===== src/ccr_pkg.sv =====
package ccr_pkg;

  // ****************************************************************
  // register offsets
  // ****************************************************************
  localparam logic [7:0] CTRL_ONE_OFS   = 8'h05;
  localparam logic [7:0] CTRL_TWO_OFS   = 8'h06;
  localparam logic [7:0] CTRL_THREE_OFS = 8'h07;
  localparam logic [7:0] CTRL_FOUR_OFS  = 8'h08;

  // ****************************************************************
  // field positions inside the bytes
  // ****************************************************************
  localparam int TERM_BIT     = 7;
  localparam int STATUS_PIN_DISABLE_BIT = 6;
  localparam int WD_LSB       = 4;
  localparam int TIMER_EN_BIT = 3;
  localparam int FCT_LSB      = 1;
  localparam int SLOW_BIT     = 0;
  localparam int AUTO_DET_BIT = 6;
  localparam int TREG_LSB     = 4;
  localparam int CHG_EN_BIT   = 3;
  localparam int PRE_BIT      = 2;
  localparam int RECHG_LSB    = 0;
  localparam int LIGHT_LOAD_MODE_DISABLE_BIT  = 7;
  localparam int WATCHDOG_RESTART_BIT   = 6;
  localparam int TOPOFF_LSB   = 4;
  localparam int WARM_V_LSB   = 3;
  localparam int WARM_I_BIT   = 2;
  localparam int COOL_I_LSB   = 0;

  // ****************************************************************
  // values after reset
  // ****************************************************************
  localparam logic [7:0] CTRL_ONE_RST   = 8'h9D;
  localparam logic [7:0] CTRL_TWO_RST   = 8'h7D;
  localparam logic [7:0] CTRL_THREE_RST = 8'h00;
  localparam logic [7:0] CTRL_FOUR_RST  = 8'h0D;
  // fixed pattern of the read-only bits of control three
  localparam logic [7:0] CTRL_THREE_RO  = 8'h02;

  // ****************************************************************
  // times and counts
  // ****************************************************************
  localparam int CLK_MHZ       = 100;
  localparam int TICKS_PER_SEC = CLK_MHZ * 1000000;
  localparam int WD_BASE_SEC   = 40;
  localparam int SEC_PER_HOUR  = 3600;
  localparam int FCT_5_HRS     = 5;
  localparam int FCT_8_HRS     = 8;
  localparam int FCT_12_HRS    = 12;
  localparam int FCT_20_HRS    = 20;

  // ****************************************************************
  // register fields carried to the rest of the charger
  // ****************************************************************
  typedef struct packed {
    logic       term_enable;
    logic       status_pin_disable;
    logic [1:0] watchdog_period;
    logic       safety_timer_enable;
    logic [1:0] fast_charge_timeout;
    logic       timer_slowdown_enable;
    logic       auto_source_detect_enable;
    logic [1:0] thermal_limit_threshold;
    logic       charge_enable;
    logic       precharge_exit_level;
    logic [1:0] recharge_offset;
    logic       light_load_mode_disable;
    logic [1:0] topoff_duration;
    logic [1:0] warm_zone_voltage;
    logic       warm_zone_current;
    logic [1:0] cool_zone_current;
  } ccr_cfg_s;

  // inputs from the analogue side and the charge sequencer
  typedef struct packed {
    logic input_power_regulation;
    logic thermal_regulation;
    logic charging_active;
    logic boost_request;
  } ccr_stat_s;

endpackage


===== src/ccr_bank.sv =====
module ccr_bank #(
  parameter int TICKS_PER_SEC = ccr_pkg::TICKS_PER_SEC
) (
  input  wire logic              mclk,
  input  wire logic              rst,
  input  wire logic [7:0]        reg_addr,
  input  wire logic              reg_wr,
  input  wire logic [7:0]        reg_wdata,
  input  wire logic              reg_rd,
  output logic      [7:0]        reg_rdata,
  input  wire logic              reg_reset_req,
  input  wire ccr_pkg::ccr_stat_s stat_in,
  output ccr_pkg::ccr_cfg_s      cfg,
  output logic                   watchdog_expired_flag,
  output logic                   safety_timer_expired,
  output logic                   boost_output_enable
);

  // ****************************************************************
  // state
  // ****************************************************************
  typedef struct packed {
    ccr_pkg::ccr_cfg_s cfg;
    logic [31:0]       sec_div;
    logic              sec_tick;
    logic [7:0]        wd_sec;
    logic              wd_flag;
    logic              half_phase;
    logic [16:0]       safety_sec;
    logic              safety_exp;
    logic              boost_en;
    logic [7:0]        rdata;
  } ccr_state_s;

  // the whole block state is one register, so reset and update stay in one place
  ccr_state_s state_r;
  ccr_state_s state_nxt;

  // ****************************************************************
  // register images and defaults
  // ****************************************************************
  // image of every field at its value after reset
  function automatic ccr_pkg::ccr_cfg_s defaults();
    ccr_pkg::ccr_cfg_s d;
    d.term_enable               = ccr_pkg::CTRL_ONE_RST[ccr_pkg::TERM_BIT];
    d.status_pin_disable        = ccr_pkg::CTRL_ONE_RST[ccr_pkg::STATUS_PIN_DISABLE_BIT];
    d.watchdog_period           = ccr_pkg::CTRL_ONE_RST[ccr_pkg::WD_LSB +: 2];
    d.safety_timer_enable       = ccr_pkg::CTRL_ONE_RST[ccr_pkg::TIMER_EN_BIT];
    d.fast_charge_timeout       = ccr_pkg::CTRL_ONE_RST[ccr_pkg::FCT_LSB +: 2];
    d.timer_slowdown_enable     = ccr_pkg::CTRL_ONE_RST[ccr_pkg::SLOW_BIT];
    d.auto_source_detect_enable = ccr_pkg::CTRL_TWO_RST[ccr_pkg::AUTO_DET_BIT];
    d.thermal_limit_threshold   = ccr_pkg::CTRL_TWO_RST[ccr_pkg::TREG_LSB +: 2];
    d.charge_enable             = ccr_pkg::CTRL_TWO_RST[ccr_pkg::CHG_EN_BIT];
    d.precharge_exit_level      = ccr_pkg::CTRL_TWO_RST[ccr_pkg::PRE_BIT];
    d.recharge_offset           = ccr_pkg::CTRL_TWO_RST[ccr_pkg::RECHG_LSB +: 2];
    d.light_load_mode_disable   = ccr_pkg::CTRL_THREE_RST[ccr_pkg::LIGHT_LOAD_MODE_DISABLE_BIT];
    d.topoff_duration           = ccr_pkg::CTRL_THREE_RST[ccr_pkg::TOPOFF_LSB +: 2];
    d.warm_zone_voltage         = ccr_pkg::CTRL_FOUR_RST[ccr_pkg::WARM_V_LSB +: 2];
    d.warm_zone_current         = ccr_pkg::CTRL_FOUR_RST[ccr_pkg::WARM_I_BIT];
    d.cool_zone_current         = ccr_pkg::CTRL_FOUR_RST[ccr_pkg::COOL_I_LSB +: 2];
    return d;
  endfunction

  // ****************************************************************
  // timer limits
  // ****************************************************************
  // watchdog limit in seconds: 40 shifted by the code minus one
  function automatic logic [7:0] wd_limit(input logic [1:0] code);
    logic [7:0] base;
    base = 8'(ccr_pkg::WD_BASE_SEC);
    unique case (code)
      2'b01:   wd_limit = base;
      2'b10:   wd_limit = 8'(base << 1);
      2'b11:   wd_limit = 8'(base << 2);
      default: wd_limit = 8'h00;
    endcase
  endfunction

  // safety timeout in seconds
  function automatic logic [16:0] fct_limit(input logic [1:0] code);
    int hrs;
    hrs = ccr_pkg::FCT_12_HRS;
    unique case (code)
      2'b00: hrs = ccr_pkg::FCT_5_HRS;
      2'b01: hrs = ccr_pkg::FCT_8_HRS;
      2'b10: hrs = ccr_pkg::FCT_12_HRS;
      2'b11: hrs = ccr_pkg::FCT_20_HRS;
    endcase
    fct_limit = 17'(hrs * ccr_pkg::SEC_PER_HOUR);
  endfunction

  // ****************************************************************
  // next state
  // ****************************************************************
  // one process keeps write, expiry and reset priority in one place so
  // when two sources hit a field in the same cycle, the later one in the process wins
  always_comb
  begin
    ccr_pkg::ccr_cfg_s c;
    ccr_pkg::ccr_cfg_s d;
    logic              wd_restart;
    logic              wd_expire;
    logic              slow;
    logic              count_now;
    c          = state_r.cfg;
    d          = defaults();
    wd_restart = 1'b0;
    wd_expire  = 1'b0;
    slow       = 1'b0;
    count_now  = 1'b0;
    state_nxt  = state_r;

    // one-second enable pulse from the clock divider
    // the tick count is a parameter so that simulation can use short seconds
    state_nxt.sec_tick = 1'b0;
    if (state_r.sec_div == 32'(TICKS_PER_SEC - 1))
    begin
      state_nxt.sec_div  = 32'h0;
      state_nxt.sec_tick = 1'b1;
    end
    else
      state_nxt.sec_div = state_r.sec_div + 32'h1;

    // host writes; reserved bits are simply never stored
    if (reg_wr)
    begin
      unique case (reg_addr)
        // control one: termination, status pin, watchdog and safety timer
        ccr_pkg::CTRL_ONE_OFS:
        begin
          c.term_enable           = reg_wdata[ccr_pkg::TERM_BIT];
          c.status_pin_disable    = reg_wdata[ccr_pkg::STATUS_PIN_DISABLE_BIT];
          c.watchdog_period       = reg_wdata[ccr_pkg::WD_LSB +: 2];
          c.safety_timer_enable   = reg_wdata[ccr_pkg::TIMER_EN_BIT];
          c.fast_charge_timeout   = reg_wdata[ccr_pkg::FCT_LSB +: 2];
          c.timer_slowdown_enable = reg_wdata[ccr_pkg::SLOW_BIT];
        end

        // control two: detection, thermal limit, charge enable, thresholds
        ccr_pkg::CTRL_TWO_OFS:
        begin
          c.auto_source_detect_enable = reg_wdata[ccr_pkg::AUTO_DET_BIT];
          c.thermal_limit_threshold   = reg_wdata[ccr_pkg::TREG_LSB +: 2];
          c.charge_enable             = reg_wdata[ccr_pkg::CHG_EN_BIT];
          c.precharge_exit_level      = reg_wdata[ccr_pkg::PRE_BIT];
          c.recharge_offset           = reg_wdata[ccr_pkg::RECHG_LSB +: 2];
        end

        // control three: light-load mode, restart strobe, top-off duration
        ccr_pkg::CTRL_THREE_OFS:
        begin
          c.light_load_mode_disable = reg_wdata[ccr_pkg::LIGHT_LOAD_MODE_DISABLE_BIT];
          c.topoff_duration         = reg_wdata[ccr_pkg::TOPOFF_LSB +: 2];
          wd_restart                = reg_wdata[ccr_pkg::WATCHDOG_RESTART_BIT];
        end

        // control four: warm and cool zone settings
        ccr_pkg::CTRL_FOUR_OFS:
        begin
          c.warm_zone_voltage = reg_wdata[ccr_pkg::WARM_V_LSB +: 2];
          c.warm_zone_current = reg_wdata[ccr_pkg::WARM_I_BIT];
          c.cool_zone_current = reg_wdata[ccr_pkg::COOL_I_LSB +: 2];
        end
        default: ;
      endcase
    end

    // watchdog: counts whole seconds, restart bit is acted on and dropped
    // the divider runs free, so the first second after a restart may be short
    if (wd_restart || c.watchdog_period == 2'b00 || reg_reset_req)
      state_nxt.wd_sec = 8'h00;
    else if (state_r.sec_tick)
    begin
      if (state_r.wd_sec + 8'h01 >= wd_limit(c.watchdog_period))
      begin
        wd_expire        = 1'b1;
        state_nxt.wd_sec = 8'h00;
      end
      else
        state_nxt.wd_sec = state_r.wd_sec + 8'h01;
    end

    // expiry keeps recharge offset and light-load disable
    // expiry is applied after the host write, so it overrides a write in that cycle
    if (wd_expire)
    begin
      d.recharge_offset         = c.recharge_offset;
      d.light_load_mode_disable = c.light_load_mode_disable;
      c                         = d;
    end
    if (reg_reset_req)
      c = defaults();
    state_nxt.cfg = c;

    // expired flag: restart clears it, a new expiry in that cycle wins
    // a restart holds the count at zero, so in practice the two never meet
    if (wd_restart || reg_reset_req)
      state_nxt.wd_flag = 1'b0;
    if (wd_expire)
      state_nxt.wd_flag = 1'b1;

    // safety timer; slowed to half rate while any regulation loop acts
    // it stops at its limit and holds the expired level until disabled
    slow      = c.timer_slowdown_enable &&
                (stat_in.input_power_regulation || stat_in.thermal_regulation);
    count_now = state_r.sec_tick && (!slow || state_r.half_phase);
    if (state_r.sec_tick && slow)
      state_nxt.half_phase = !state_r.half_phase;
    if (!c.safety_timer_enable || !c.charge_enable || !stat_in.charging_active)
    begin
      state_nxt.safety_sec = 17'h0;
      state_nxt.safety_exp = 1'b0;
      state_nxt.half_phase = 1'b0;
    end
    else if (count_now && !state_r.safety_exp)
    begin
      if (state_r.safety_sec + 17'h1 >= fct_limit(c.fast_charge_timeout))
        state_nxt.safety_exp = 1'b1;
      state_nxt.safety_sec = state_r.safety_sec + 17'h1;
    end

    // charging wins over the boost output when both are asked for
    // registered from the new field value, so the enable changes in the same cycle as the field
    state_nxt.boost_en = stat_in.boost_request && !c.charge_enable;

    // read data, captured on the read strobe
    // a read sees a write of the same cycle, so read-after-write needs no gap
    if (reg_rd)
    begin
      unique case (reg_addr)
        // control one has no reserved bits
        ccr_pkg::CTRL_ONE_OFS:
          state_nxt.rdata = {c.term_enable, c.status_pin_disable, c.watchdog_period,
                             c.safety_timer_enable, c.fast_charge_timeout,
                             c.timer_slowdown_enable};
        // control two: top bit reserved
        ccr_pkg::CTRL_TWO_OFS:
          state_nxt.rdata = {1'b0, c.auto_source_detect_enable,
                             c.thermal_limit_threshold, c.charge_enable,
                             c.precharge_exit_level, c.recharge_offset};
        // control three: restart bit reads 0, bit 1 reads 1
        ccr_pkg::CTRL_THREE_OFS:
          state_nxt.rdata = {c.light_load_mode_disable, 1'b0,
                             c.topoff_duration, 4'h0} |
                            ccr_pkg::CTRL_THREE_RO;
        // control four: three reserved bits on top
        ccr_pkg::CTRL_FOUR_OFS:
          state_nxt.rdata = {3'h0, c.warm_zone_voltage,
                             c.warm_zone_current, c.cool_zone_current};
        default:
          state_nxt.rdata = 8'h00;
      endcase
    end
  end

  // ****************************************************************
  // state register
  // ****************************************************************
  // reset loads field defaults; counters, flags and read data clear to zero
  always_ff @(posedge mclk or posedge rst)
  begin
    if (rst)
    begin
      state_r            <= '0;
      state_r.cfg        <= defaults();
    end
    else
      state_r <= state_nxt;
  end

  // outputs come straight from the state register
  // nothing is decoded on the way out, so no output can glitch
  assign cfg                   = state_r.cfg;
  assign reg_rdata             = state_r.rdata;
  assign watchdog_expired_flag = state_r.wd_flag;
  assign safety_timer_expired  = state_r.safety_exp;
  assign boost_output_enable   = state_r.boost_en;

endmodule


===== config.mk =====
export PLATFORM = sky130hd
export DESIGN_NAME = ccr_bank
export DESIGN_NICKNAME = d
export VERILOG_FILES = /design/src/ccr_pkg.sv /design/src/ccr_bank.sv
export SDC_FILE = /design/constraint.sdc
export NUM_CORES = 1
export LEC_CHECK = 0
export BUFFER_PORTS_ARGS = -buffer_cell sky130_fd_sc_hd__clkbuf_2
export CORE_ASPECT_RATIO = 1.5
export CORE_MARGIN = 5
export CORE_UTILIZATION = 60
export CTS_CLUSTER_SIZE = 20
export DETAILED_ROUTE_END_ITERATION = 16
export MAX_ROUTING_LAYER = met4
export PLACE_DENSITY_LB_ADDON = 0.12
export SLEW_MARGIN = 10
export SYNTH_ARGS = -nofsm -noshare
export SYNTH_HDL_FRONTEND = slang
export SYNTH_SLANG_ARGS = --single-unit

===== constraint.sdc =====
create_clock -name mclk -period 5.1 [get_ports mclk]
set_input_delay 0.255 -clock mclk [delete_from_list [all_inputs] [get_ports mclk]]
set_output_delay 0.255 -clock mclk [all_outputs]
set_load 0.05 [all_outputs]

==> metrics <==
status finished clean; Period Utilization, post-route a little over four fifths; CP Data Arrival Time 4.50 ns; first-pass GRT wire length approximately 23 mm; clk buf depth 2; vias per cell 6.211; DPL Wire Length roughly 10 mm; Worst Path Max Fanout 7; max-cap violations 0; worst r2r path cells 20; Remaining DRCs 0; # rows 44; vias in the first global route between 4000 and 5000; Net Sw Frac 24.97%; Avg Cell Area, Syn 9.633 µm²; worst skew pair latency 0.35 ns; Post-synth EDFFs 0; hold crit path type input pin to register; initial core utilization 61.68%; final WL 13.90 mm; register share of total power 48.1%; RD Place Congestion a little over 0.9; Final nets 697; ys flop type dfrtp_1; Setup Fix Bufs, Post-CTS 0; global route overflow 0; Die Span Y between 100 and 150 µm; Setup violations, final 0; CP endpoint kind register; Tot Pwr 1.539 mW; hold path endpoint boost_output_enable; proportion of layout cells with a drive suffix above 1 17.97%; largest net degree at the start of global routing 71; fmax 235.3 MHz; total CTS buffers 9; PD cells 238.6 nW/µm²; Yosys warnings 0; Core Region 9744 µm²; io pins 59; First DRT Iteration DRCs ~210; mapped cell area 6011 µm²; Hold Fails Final Rpt 0; Cell variety after synth 70; Clock transition at path regs 0.08 ns; Slew HR 25.31%; Die Width 91.72 µm; Total GRT Usage 24.21%; clk_skew 0.01086 ns; worst r2r dst safety_timer_expired; RSZ-0062 raised after global routing no; IO buf count 58; register-to-register setup slack 1.14 ns; post-synthesis sequential area ratio between 30 and 40%; #FFs+latches synth 93; WHS Path Cells 2; top layer used by detailed routing met4; CP required 5.36 ns; via count 4758; Post-Route M1 WL between 5 and 6 mm; leakage just under 3 nW; syn nets 675; Async SR Flop Fraction 100.0%; minimum clock period 4.249 ns; RR Startpoint state_r[29]; fraction of power consumed by combinational cells 5.4%; TritonCTS clock tree built; P_sw 0.3843 mW; HP Start stat_in[0]; initial antenna violation count 0; worst vdd ir 184.7 µV; total negative slack 0 ns; Routed WL per cell 18.14 µm; clock group share of total power 46.5%; CP Launch Type input pin; clock sinks 93; actual slew at the worst max-slew pin 1.116 ns; CTS HTree Levels 3; Area Growth Syn to Fin 7.306%; CTS root buffer clkbuf_16; critical setup path kind input pin to register; met2 WL 7.204 mm; number of antenna diodes 0; fin. max-slew vios 0; post-cts sizing count 0; Die Area roughly 12000 µm²; ANT nets after route 0; Int Pwr between 1 and 1.5 mW; Mapped Cells 624; 1st-pass router iterations 7; Met3 Wirelength 692 µm
==> critical path, stage by stage <==
cell and delay [ns]:
clkbuf_2 0.11, or4_4 0.60, nor3_4 0.29, mux2i_1 0.22
buf_4 0.16, nand2_1 0.07, ha_1 0.30, a21o_1 0.18
a21o_1 0.19, o21a_1 0.23, a21oi_4 0.19, nand2_1 0.14
inv_1 0.12, ha_1 0.18, inv_1 0.05, ha_1 0.19
ha_1 0.30, nand4_1 0.11, nor2_1 0.16, and3_1 0.17
o21ai_0 0.07, a211oi_1 0.22
==> power by group through the flow <==
| stage | clock, mW | combinational [mW] | sequential [mW] |
|---|---|---|---|
| final | 0.716 | 0.0825 | 0.741 |
| after global placement | 0 | 0.0811 | 0.755 |
| after CTS | 0.727 | 0.0833 | 0.741 |
| after detailed placement | 0 | 0.0823 | 0.755 |
| after global routing | 0.764 | 0.0913 | 0.741 |
| after floorplan | 0 | 0.0544 | 0.754 |
==> Yosys cell counts (3+ instances only) <==
cell type  instances  area share [%]
a211oi_1           6            0.75
a211oi_2           4            0.83
a21o_1             5            0.62
a21oi_1           26             2.2
a221o_1            3            0.50
a22o_1             4            0.58
a32oi_1            3            0.44
and2_1             7            0.73
and3_1            15             1.6
and4_1             3            0.44
buf_4             31             3.9
buf_6              6             1.1
clkbuf_1          13            0.81
dfrtp_1           79              33
dfstp_2           14             6.1
ha_1              26             5.4
inv_1             20             1.2
mux2_2             5            0.94
mux2i_1           35             5.8
nand2_1           54             3.4
nand2b_1           9            0.94
nand3_1           43             3.6
nand3b_1          18             2.2
nand4_1           14             1.5
nor2_1            45             2.8
nor2b_1            4            0.42
nor3_1             7            0.58
nor4_1             9            0.94
o211ai_1           3            0.37
o21ai_0           15             1.2
or3_1              5            0.52
xnor2_1           22             3.2
xor2_1            25             3.6
==> metrics by stage <==
step | hold WS [ns] | instance area (µm²) | worst slack (ns) | util, % | cells
finish | 0.1401 | 6450 | 0.8510 | 66.19 | 766
global route | 0.1306 | 6450 | 0.5241 | 66.19 | 766
CTS | 0.1284 | 6450 | 0.8638 | 66.19 | 766
detailed placement | 0.2655 | 6122 | 0.5209 | 62.83 | 749
global placement | 0.2558 | 6122 | 0.6561 | 62.83 | 749
floorplan | 0.3214 | 6011 | 0.5513 | - | 624
==> cells in the final DEF (no fill, tap or decap), types with 6 or more instances in the layout <==
| cell | netlist | layout |
|---|---|---|
| dfrtp_1 | 79 | 79 |
| clkbuf_2 | 0 | 58 |
| nand2_1 | 54 | 54 |
| nor2_1 | 45 | 45 |
| nand3_1 | 43 | 43 |
| mux2i_1 | 35 | 35 |
| a21oi_1 | 26 | 26 |
| ha_1 | 26 | 26 |
| xor2_1 | 25 | 25 |
| xnor2_1 | 22 | 22 |
| inv_1 | 20 | 19 |
| nand3b_1 | 18 | 18 |
| and3_1 | 15 | 15 |
| nand4_1 | 14 | 14 |
| o21ai_0 | 15 | 14 |
| dfstp_2 | 14 | 14 |
| nand2b_1 | 9 | 9 |
| nor4_1 | 9 | 9 |
| clkbuf_16 | 0 | 9 |
| and2_1 | 7 | 7 |
| nor3_1 | 7 | 7 |
| a211oi_1 | 6 | 6 |
==> state kept, by name (all words and copies together), names as in the netlist <==
register               cells
reg_rdata                  8
cfg                       23
state_r                   59
watchdog_expired_flag      1
safety_timer_expired       1
boost_output_enable        1
==> logic make-up after synthesis <==
kind of cell	share of synthesized area, %
buffers and inverters	7.265
xor gates and xnor gates	7.223
adders and majority gates	5.412
DFF	39.01
AOI/OAI and AO/OA	12.72
and+or+nand+nor	21.61
muxes	6.765
==> layout make-up <==
type / instances / area (µm²)
multi-input cells: 458 / 3229
inverters: 20 / 76.32
repair buffers: 64 / 337.8
clock buffers: 9 / 225.2
flip-flops and latches: 93 / 2345
well taps: 115 / 143.9
clock inverters: 7 / 92.59
fillers: 828 / 3294
==> per-layer routing <==
layer | vias up | GRT usage [%]
met5 | - | -
met4 | 0 | 11.57
met3 | 34 | 4.773
met2 | 145 | 41.56
met1 | 2325 | 26.71
li1 | 2254 | -
==> repair_timing <==
| item | 4_1_cts | 5_1_grt |
|---|---|---|
| hold endpoints to repair | 19 | 0 |
| setup endpoints to repair | 0 | 0 |
| hold buffers | 1 | 0 |
==> how the worst max path moves through the flow <==
stage                startpoint                    to  slack, ns  cells past startpoint
floorplan           reg_addr[5]  safety_timer_expired       0.55                     22
global placement    reg_addr[5]  safety_timer_expired       0.66                     22
detailed placement  reg_addr[5]  safety_timer_expired       0.52                     22
CTS                 reg_addr[5]  safety_timer_expired       0.86                     22
global route        reg_addr[5]  safety_timer_expired       0.52                     22
finish              reg_addr[5]  safety_timer_expired       0.85                     22
Note: power is estimated with default switching activity, not from simulation.
